--- src/include/lps_map.svh ---
// Functional notes
// RULE_01: both loop bits one selects digital loop
// RULE_02: digital loop feeds timing output into recovery
// RULE_03: digital loop ignores line driver enable
// RULE_04: software sets local timing before digital loop
// RULE_05: remote loop feeds recovery into timing input
// RULE_06: remote loop still feeds receive framer
// RULE_07: remote loop discards transmit framer data
// RULE_08: remote loop broken while driver off
// RULE_09: software enables driver, then writes remote
// RULE_10: framer loop feeds transmit into receive framer
// RULE_11: framer loop line copy follows driver enable
// RULE_12: framer loop ignores receive line data
// RULE_13: framer loop works with driver off
// RULE_14: software sets local timing before framer loop
// RULE_15: bit seven enables the framer loop
// RULE_16: all loop bits zero gives normal paths
`ifndef LPS_MAP_SVH
`define LPS_MAP_SVH

// ---------------------------------------------------------------
// register offsets
// ---------------------------------------------------------------
`define LPS_ADDR_W          16
`define LPS_OFS_FRAMER_MODE 16'h1100
`define LPS_OFS_TX_REDUND   16'h1300
`define LPS_OFS_LINE_CTRL   16'h1306
`define LPS_OFS_LOOP_STATUS 16'h13f0

// ---------------------------------------------------------------
// field positions
// ---------------------------------------------------------------
`define LPS_FM_FRAMER_LOOP  7
`define LPS_FM_TIMREF_HI    1
`define LPS_FM_TIMREF_LO    0
`define LPS_TR_DRIVER_ON    0
`define LPS_LC_REMOTE_LOOP  4
`define LPS_LC_LOCAL_LOOP   3
`define LPS_ST_TIMING_WARN  5
`define LPS_ST_FIFO_FULL    4
`define LPS_ST_FIFO_EMPTY   3
`define LPS_ST_FRAMER_LOOP  2
`define LPS_ST_MODE_HI      1
`define LPS_ST_MODE_LO      0

// ---------------------------------------------------------------
// reset values and masks
// ---------------------------------------------------------------
`define LPS_RST_FRAMER_MODE 8'h28
`define LPS_RST_TX_REDUND   8'h00
`define LPS_RST_LINE_CTRL   8'h00
`define LPS_MASK_TX_REDUND  8'h01
`define LPS_MASK_LINE_CTRL  8'h18
`define LPS_BYTE_ZERO       8'h00
`define LPS_TIMREF_FREE     2'h0

// ---------------------------------------------------------------
// fifo sizing
// ---------------------------------------------------------------
`define LPS_FIFO_DEPTH      32
`define LPS_WORD_W          1

`endif

--- src/include/lps_pkg.sv ---
package lps_pkg;

  // ---------------------------------------------------------------
  // line-interface loop selection
  // ---------------------------------------------------------------
  typedef enum logic [1:0] {
    LPS_LM_NORMAL,
    LPS_LM_ANALOG,
    LPS_LM_REMOTE,
    LPS_LM_DIGITAL
  } lps_line_mode_t;

  typedef logic [7:0] lps_byte_t;

endpackage

--- src/include/lps_strm_if.sv ---
interface lps_strm_if #(parameter int WIDTH = 1);
  logic             valid;
  logic             ready;
  logic [WIDTH-1:0] data;

  // producer drives valid and data, consumer drives ready
  modport src (output valid, output data, input ready);
  modport snk (input valid, input data, output ready);
endinterface

--- src/design/lps_fifo.sv ---
module lps_fifo
  import lps_pkg::*;
#(
  parameter int WIDTH = 1,
  parameter int DEPTH = 32
) (
  input  wire logic core_clk, // system clock
  input  wire logic rst,      // synchronous reset, high
  input  wire logic ce,       // clock enable
  lps_strm_if.snk   fill,     // write side
  lps_strm_if.src   drain,    // read side
  output wire logic full,     // no room left
  output wire logic empty     // nothing stored
);
  localparam int PW = $clog2(DEPTH);

  logic [WIDTH-1:0] mem [DEPTH];
  logic [PW-1:0]    wr_ptr;
  logic [PW-1:0]    rd_ptr;
  logic [PW:0]      count;

  // ---------------------------------------------------------------
  // handshakes
  // ---------------------------------------------------------------
  wire logic push = fill.valid & fill.ready;
  wire logic pop  = drain.valid & drain.ready;

  assign full        = (count == (PW+1)'(DEPTH));
  assign empty       = (count == '0);
  assign fill.ready  = ~full;
  assign drain.valid = ~empty;
  assign drain.data  = mem[rd_ptr];

  // storage, written by index; no reset needed on the data
  always_ff @(posedge core_clk) begin
    if (ce && push) begin
      mem[wr_ptr] <= fill.data;
    end
  end

  // pointers wrap at depth, which need not be a power of two
  always_ff @(posedge core_clk) begin
    if (rst) begin
      wr_ptr <= '0;
      rd_ptr <= '0;
      count  <= '0;
    end else if (ce) begin
      if (push) begin
        wr_ptr <= (wr_ptr == PW'(DEPTH-1)) ? '0 : wr_ptr + 1'b1;
      end
      if (pop) begin
        rd_ptr <= (rd_ptr == PW'(DEPTH-1)) ? '0 : rd_ptr + 1'b1;
      end
      count <= count + (PW+1)'(push) - (PW+1)'(pop);
    end
  end
endmodule // lps_fifo

--- src/design/lps_loop_select.sv ---
`include "lps_map.svh"

module lps_loop_select
  import lps_pkg::*;
#(
  parameter int WORD_W = `LPS_WORD_W,
  parameter int DEPTH  = `LPS_FIFO_DEPTH
) (
  input  wire logic                   core_clk,     // 125 MHz clock
  input  wire logic                   rst,          // sync reset, high
  input  wire logic                   ce,           // clock enable
  // microprocessor register port
  input  wire logic [`LPS_ADDR_W-1:0] reg_addr,     // register address
  input  wire logic [7:0]             reg_wdata,    // write data
  input  wire logic                   reg_wr,       // write strobe
  input  wire logic                   reg_rd,       // read strobe
  output logic      [7:0]             reg_rdata,    // read data
  output logic                        reg_rvalid,   // read data valid
  // transmit framer stream
  input  wire logic                   txf_valid,    // framer word valid
  input  wire logic [WORD_W-1:0]      txf_data,     // framer word
  output logic                        txf_ready,    // fifo has room
  // line timing
  input  wire logic                   bit_slot,     // one word per slot
  // receive line pin
  input  wire logic [WORD_W-1:0]      rx_line_pin,  // raw line input
  // transmit line pin
  output logic      [WORD_W-1:0]      tx_line_data, // line output data
  output logic                        tx_line_oe,   // line driver on
  // receive framer stream
  output logic                        rxf_valid,    // word to framer
  output logic      [WORD_W-1:0]      rxf_data      // receive word
);

  // ---------------------------------------------------------------
  // control registers
  // ---------------------------------------------------------------
  lps_byte_t framer_operating_mode;
  lps_byte_t transmit_redundancy_control;
  lps_byte_t line_interface_control;

  // ---------------------------------------------------------------
  // register decode
  // ---------------------------------------------------------------
  wire logic hit_fm = (reg_addr == `LPS_OFS_FRAMER_MODE);
  wire logic hit_tr = (reg_addr == `LPS_OFS_TX_REDUND);
  wire logic hit_lc = (reg_addr == `LPS_OFS_LINE_CTRL);
  wire logic hit_st = (reg_addr == `LPS_OFS_LOOP_STATUS);

  // register writes; read-only bits always hold zero
  always_ff @(posedge core_clk) begin
    if (rst) begin
      framer_operating_mode       <= `LPS_RST_FRAMER_MODE;
      transmit_redundancy_control <= `LPS_RST_TX_REDUND;
      line_interface_control      <= `LPS_RST_LINE_CTRL;
    end else if (ce && reg_wr) begin
      if (hit_fm) begin
        framer_operating_mode <= reg_wdata;
      end
      if (hit_tr) begin
        transmit_redundancy_control <= reg_wdata & `LPS_MASK_TX_REDUND;
      end
      if (hit_lc) begin
        line_interface_control <= reg_wdata & `LPS_MASK_LINE_CTRL;
      end
    end
  end

  // ---------------------------------------------------------------
  // mode decode
  // ---------------------------------------------------------------
  wire logic line_driver_on =
    transmit_redundancy_control[`LPS_TR_DRIVER_ON];
  wire logic remote_bit = line_interface_control[`LPS_LC_REMOTE_LOOP];
  wire logic local_bit  = line_interface_control[`LPS_LC_LOCAL_LOOP];
  wire logic framer_loop =
    framer_operating_mode[`LPS_FM_FRAMER_LOOP]; // RULE_15
  wire logic [1:0] timing_reference_select =
    framer_operating_mode[`LPS_FM_TIMREF_HI:`LPS_FM_TIMREF_LO];

  // analog loop lives in the analog front end, so it is normal here
  wire lps_line_mode_t line_mode =
    (remote_bit &  local_bit) ? LPS_LM_DIGITAL :     // RULE_01
    (remote_bit & ~local_bit) ? LPS_LM_REMOTE  :
    (local_bit)               ? LPS_LM_ANALOG  :
                                LPS_LM_NORMAL;       // RULE_16

  wire logic digital_loop = (line_mode == LPS_LM_DIGITAL);
  // remote loop only runs with the driver on
  wire logic remote_loop =
    (line_mode == LPS_LM_REMOTE) & line_driver_on;   // RULE_08

  // digital and framer loops need local timing; flag it for software, do not block it
  wire logic timing_warn = (digital_loop | framer_loop)
    & (timing_reference_select == `LPS_TIMREF_FREE); // RULE_04 RULE_14

  // ---------------------------------------------------------------
  // transmit framer buffer
  // ---------------------------------------------------------------
  lps_strm_if #(.WIDTH(WORD_W)) fifo_in  ();
  lps_strm_if #(.WIDTH(WORD_W)) fifo_out ();
  logic fifo_full;
  logic fifo_empty;

  assign fifo_in.valid = txf_valid;
  assign fifo_in.data  = txf_data;
  // drained one word per slot; during remote loop the word is
  // dropped so the framer keeps running rather than stalling
  assign fifo_out.ready = ce & bit_slot;

  lps_fifo #(
    .WIDTH (WORD_W),
    .DEPTH (DEPTH)
  ) u_fifo (
    .core_clk (core_clk),
    .rst      (rst),
    .ce       (ce),
    .fill     (fifo_in),
    .drain    (fifo_out),
    .full     (fifo_full),
    .empty    (fifo_empty)
  );

  // ---------------------------------------------------------------
  // receive pin synchroniser
  // ---------------------------------------------------------------
  logic [WORD_W-1:0] rx_meta;
  logic [WORD_W-1:0] rx_sync;

  always_ff @(posedge core_clk) begin
    if (rst) begin
      rx_meta <= '0;
      rx_sync <= '0;
    end else if (ce) begin
      rx_meta <= rx_line_pin;
      rx_sync <= rx_meta;
    end
  end

  // ---------------------------------------------------------------
  // path selection
  // ---------------------------------------------------------------
  logic [WORD_W-1:0] timing_out_q; // timing control stage output
  logic              timing_vld_q;

  // framer word, idle as zero when the buffer is empty
  wire logic [WORD_W-1:0] framer_word =
    fifo_out.valid ? fifo_out.data : '0;
  wire logic              framer_vld = bit_slot & fifo_out.valid;

  // recovery stage output: looped transmit or line input
  wire logic [WORD_W-1:0] cdr_out =
    digital_loop ? timing_out_q : rx_sync;      // RULE_02 RULE_03
  wire logic              cdr_vld =
    digital_loop ? timing_vld_q : bit_slot;

  // timing control input: recovered data or framer data
  wire logic [WORD_W-1:0] timing_in =
    remote_loop ? cdr_out : framer_word;        // RULE_05 RULE_07
  wire logic              timing_in_vld =
    remote_loop ? cdr_vld : framer_vld;

  // receive framer input: looped framer output or recovered data
  wire logic [WORD_W-1:0] next_rxf_data =
    framer_loop ? framer_word : cdr_out;   // RULE_10 RULE_12 RULE_06
  wire logic              next_rxf_valid =
    framer_loop ? framer_vld : cdr_vld;    // RULE_13

  // line copy gated by the driver; loops into receive are not
  wire logic [WORD_W-1:0] next_tx_line =
    line_driver_on ? timing_out_q : '0;    // RULE_11

  // ---------------------------------------------------------------
  // datapath registers
  // ---------------------------------------------------------------
  always_ff @(posedge core_clk) begin
    if (rst) begin
      timing_out_q <= '0;
      timing_vld_q <= 1'b0;
    end else if (ce) begin
      timing_vld_q <= timing_in_vld;
      if (timing_in_vld) begin
        timing_out_q <= timing_in;
      end
    end
  end

  // all outputs straight from flops
  always_ff @(posedge core_clk) begin
    if (rst) begin
      tx_line_data <= '0;
      tx_line_oe   <= 1'b0;
      rxf_data     <= '0;
      rxf_valid    <= 1'b0;
      txf_ready    <= 1'b0;
    end else if (ce) begin
      tx_line_data <= next_tx_line;
      tx_line_oe   <= line_driver_on;
      rxf_data     <= next_rxf_data;
      rxf_valid    <= next_rxf_valid;
      txf_ready    <= ~fifo_full;
    end
  end
  // note: txf_ready lags room by a cycle; the fifo refuses a push
  // when full, so a word sent against a stale ready is dropped

  // ---------------------------------------------------------------
  // register readback
  // ---------------------------------------------------------------
  wire lps_byte_t status_word = {
    2'h0,
    timing_warn,
    fifo_full,
    fifo_empty,
    framer_loop,
    line_mode
  };

  wire lps_byte_t next_rdata =
    hit_fm ? framer_operating_mode       :
    hit_tr ? transmit_redundancy_control :
    hit_lc ? line_interface_control      :
    hit_st ? status_word                 :
             `LPS_BYTE_ZERO;

  // unmapped reads answer zero, one cycle after the strobe
  always_ff @(posedge core_clk) begin
    if (rst) begin
      reg_rdata  <= `LPS_BYTE_ZERO;
      reg_rvalid <= 1'b0;
    end else if (ce) begin
      reg_rvalid <= reg_rd;
      if (reg_rd) begin
        reg_rdata <= next_rdata;
      end
    end
  end

endmodule // lps_loop_select

--- config.mk ---
export PLATFORM = sky130hd
export DESIGN_NAME = lps_loop_select
export DESIGN_NICKNAME = d
export VERILOG_FILES = /design/src/include/lps_pkg.sv /design/src/include/lps_strm_if.sv /design/src/design/lps_fifo.sv /design/src/design/lps_loop_select.sv
export VERILOG_INCLUDE_DIRS = /design/src /design/src/include
export SDC_FILE = /design/constraint.sdc
export NUM_CORES = 1
export LEC_CHECK = 0
export BUFFER_PORTS_ARGS = -buffer_cell sky130_fd_sc_hd__clkbuf_2
export CORE_MARGIN = 1
export CORE_UTILIZATION = 58
export DETAILED_ROUTE_END_ITERATION = 8
export PLACE_DENSITY = 0.8
export SYNTH_ARGS = -nofsm -noshare
export SYNTH_HDL_FRONTEND = slang
export SYNTH_SLANG_ARGS = --single-unit
export TNS_END_PERCENT = 30
--- constraint.sdc ---
create_clock -name core_clk -period 3.55 [get_ports core_clk]
set_input_delay 0.71 -clock core_clk [delete_from_list [all_inputs] [get_ports core_clk]]
set_output_delay 0.71 -clock core_clk [all_outputs]
set_load 0.05 [all_outputs]
==> reports/metrics.csv <==
metric,value,unit
syn avg cell area,10.4,um2
Flop pwr share,48.8,%
Critical-path top delay cell,fa_1,
library cells used by synthesis,55,
ANT cells,0,
DIE WIDTH,83.7,um
final setup fails,0,
R2R depth,14,
status,finished clean,
placed cells,482,
Max-Cap Viols,0,
crit-path max cell delay,0.42,ns
CTS root buffer,clkbuf_8,
YS warnings,0,
NumNets Final,466,
R2R Path Start,u_fifo.count[3],
Worst R2R End,u_fifo.count[4],
vias,2897,
"reg-to-reg slack, setup",0.49,ns
hold depth,2,
share of layout cells above drive strength 1,18.8,%
Main synth FF type,dfxtp_1,
Fmax,0.326,GHz
IO Port Bufs,46,
Clock Sinks,82,
Fin. Hold Viols,0,
Slew Limit Fails,0,
cts repair resizes,0,
Worst Path Max Fanout,10,
Ports,47,
switching power,614,uW
Leak,1.59,nW
"CP delay by family, top",adder cells,
period utilization,86.3,%
Area Overhead vs Synth,12.4,%
sequential share of the synthesized area,50.7,%
Comb pwr share,19.6,%
global-route wire length before repair,13100,um
chip height,83.7,um
CTS Hold Bufs,0,
Vias per Instance,5.82,
initial antenna violation count,0,
Final min period,3.06,ns
actual slew at the worst max-slew pin,0.831,ns
largest net degree at the start of global routing,42,
CP cell instances,"inv_1, ha_1, nor4bb_1, or2_1, inv_1, ha_1, inv_1, ha_1, fa_1, a21oi_1, o21bai_1, xor2_1, mux2i_1, nor2_1",
Peak VDD IR,409,uV
ys async rst share,0,%
TritonCTS clock tree,done,
final wirelength,7670,um
Cell Rows,29,
Clock Power Share,31.6,%
net count after synthesis,423,
GP Congestion,0.809,
# DRC,0,
"EDFF count, synth",32,
1st-pass router iterations,7,
post-CTS setup buffer count,0,
Yosys reg bits,82,
die area,7000,um2
post-route insts no fill,498,
Core ar.,6390,um2
skew final,0.00662,ns
WS Path Type,reg2reg,
WL per Instance,15.4,um
pwr dens,498,nW/um2
HP Class,reg2reg,
relative slew slack,44.6,%
sw frac,28.3,%
hpwl dp,5300,um
vias in the first global route,2817,
CTS Buf Count,9,
Buf/Inv on CP,3,
Starting Density,60.6,%
"CTS clk-pin slew, worst paths",0.09,ns
All-Layer GR Usage,23.6,%
unrepaired setup endpoints after global routing,no,
Pint,1.55,mW
Skew-Pair Late Insertion Delay,0.35,ns
clock buffer depth,2,
CP Data Required Time,3.76,ns
worst hold start,reg_rdata[7],
Critical Path End Type,register,
Post-Route Setup TNS,0,ns
H-tree depth,3,
Crit path arrival time,3.27,ns
Antenna Nets Post-Route,0,
startpoint types,register,
Initial DRC Count,142,
hold endpoint,reg_rdata[7],
synthesized area,3870,um2
gr ovfl total,0,
Mapped Cells,373,
-- cell type report --
cell class / instances / area (um2)
clock buffers: 11 / 141
inverters: 14 / 52.6
well taps: 77 / 96.3
repair buffers: 48 / 245
fillers: 520 / 2040
flip-flops and latches: 82 / 1960
clock inverters: 5 / 60.1
multi-input cells: 261 / 1790
-- tightest hold or removal path, stage by stage (launching register included) --
cell     delay, ns
dfxtp_1       0.32
nand2_1       0.05
a21oi_1       0.05
-- state kept, by name, summed over array words and instances, names as in the netlist, named ones only --
register                     count
u_fifo.mem                      32
framer_operating_mode            8
reg_rdata                        8
u_fifo.count                     6
u_fifo.rd_ptr                    5
u_fifo.wr_ptr                    5
line_interface_control           2
reg_rvalid                       1
rx_meta                          1
rx_sync                          1
rxf_data                         1
rxf_valid                        1
timing_out_q                     1
timing_vld_q                     1
transmit_redundancy_control      1
tx_line_data                     1
tx_line_oe                       1
txf_ready                        1
-- cells by family (layout without fill, tap and decap cells) --
family,count (synthesis),count (layout),synth area share [%]
fa+ha+maj,17,17,5.69
mux,33,33,10.9
simple gates,154,154,20.5
buf+inv,30,78,3.04
flops,82,82,50.7
compound gates,54,54,8.54
xor+xnor,3,3,0.679
-- cell usage after synthesis (2+ instances only) --
cell,instances,area (um2)
mux4_2,7,158
mux2_2,2,22.5
and2_1,2,12.5
o21bai_1,2,15.0
and3_1,3,18.8
nor3_1,8,40.0
o21ai_0,9,45.0
ha_1,16,200
edfxtp_1,32,961
or3_1,3,18.8
xnor2_1,2,17.5
a21oi_1,22,110
inv_1,14,52.6
a221oi_1,5,43.8
clkbuf_1,13,48.8
nand3_1,11,55.1
nor3b_1,2,15.0
nand2_1,28,105
a31oi_1,6,37.5
nand4_1,4,25.0
mux2i_1,24,240
dfxtp_1,50,1000
nor4bb_1,2,20.0
or4_1,2,15.0
nor2_1,68,255
nand3b_1,5,37.5
a211oi_1,3,22.5
-- metrics by stage --
| step | cell area, um2 | hold WS, ns | util [%] | setup slack (ns) | power (mW) |
|---|---|---|---|---|---|
| 6_report | 4350 | 0.466 | 68.1 | 0.486 | 2.17 |
| 5_1_grt | 4350 | 0.487 | 68.1 | 0.245 | 2.28 |
| 4_1_cts | 4350 | 0.472 | 68.1 | 0.453 | 2.17 |
| 3_5_place_dp | 4150 | 0.457 | 64.9 | 0.510 | 1.50 |
| 3_3_place_gp | 4150 | 0.440 | 64.9 | 0.655 | 1.49 |
| 2_1_floorplan | 3870 | 0.443 | - | 0.523 | 1.38 |
-- worst max path at each step --
stage	from	to	slack, ns	cells after the start
after floorplan	u_fifo.count[4]	u_fifo.count[4]	0.52	15
after global placement	u_fifo.count[4]	u_fifo.count[4]	0.66	14
after detailed placement	u_fifo.count[4]	u_fifo.count[4]	0.51	14
after CTS	u_fifo.count[4]	u_fifo.count[4]	0.45	14
after global routing	u_fifo.count[4]	u_fifo.count[4]	0.24	14
final	u_fifo.count[3]	u_fifo.count[4]	0.49	14
-- routing by layer --
metal	track usage, %	part of all wire, %	vias to the layer above
li1	-	-	1435
met5	0	0	-
met4	8.78	1.8	0
met3	5.84	5.6	18
met2	37.0	47	88
met1	31.8	45	1356
-- cells in the final DEF, fill, tap and decap left out, drive strengths merged, types with 3 or more instances in the layout --
cell / n
a211oi: 3
and3: 3
a21oi: 22
a31oi: 6
nor4b: 3
mux2i: 24
mux4: 7
o21ai: 9
nand3b: 5
nor3: 8
ha: 16
edfxtp: 32
or3: 3
clkbuf: 57
nor2: 68
dfxtp: 50
inv: 17
a221oi: 5
nand3: 12
nand4: 4
nor4: 3
nand2: 28
-- power groups by stage --
| stage | clock network [mW] | registers (mW) | logic, mW |
|---|---|---|---|
| after detailed placement | 0 | 1.08 | 0.420 |
| after CTS | 0.691 | 1.06 | 0.425 |
| final | 0.684 | 1.06 | 0.424 |
| after global placement | 0 | 1.08 | 0.411 |
| after floorplan | 0 | 1.09 | 0.298 |
| after global routing | 0.733 | 1.06 | 0.479 |
No activity file was read; power rests on OpenSTA's default activity.
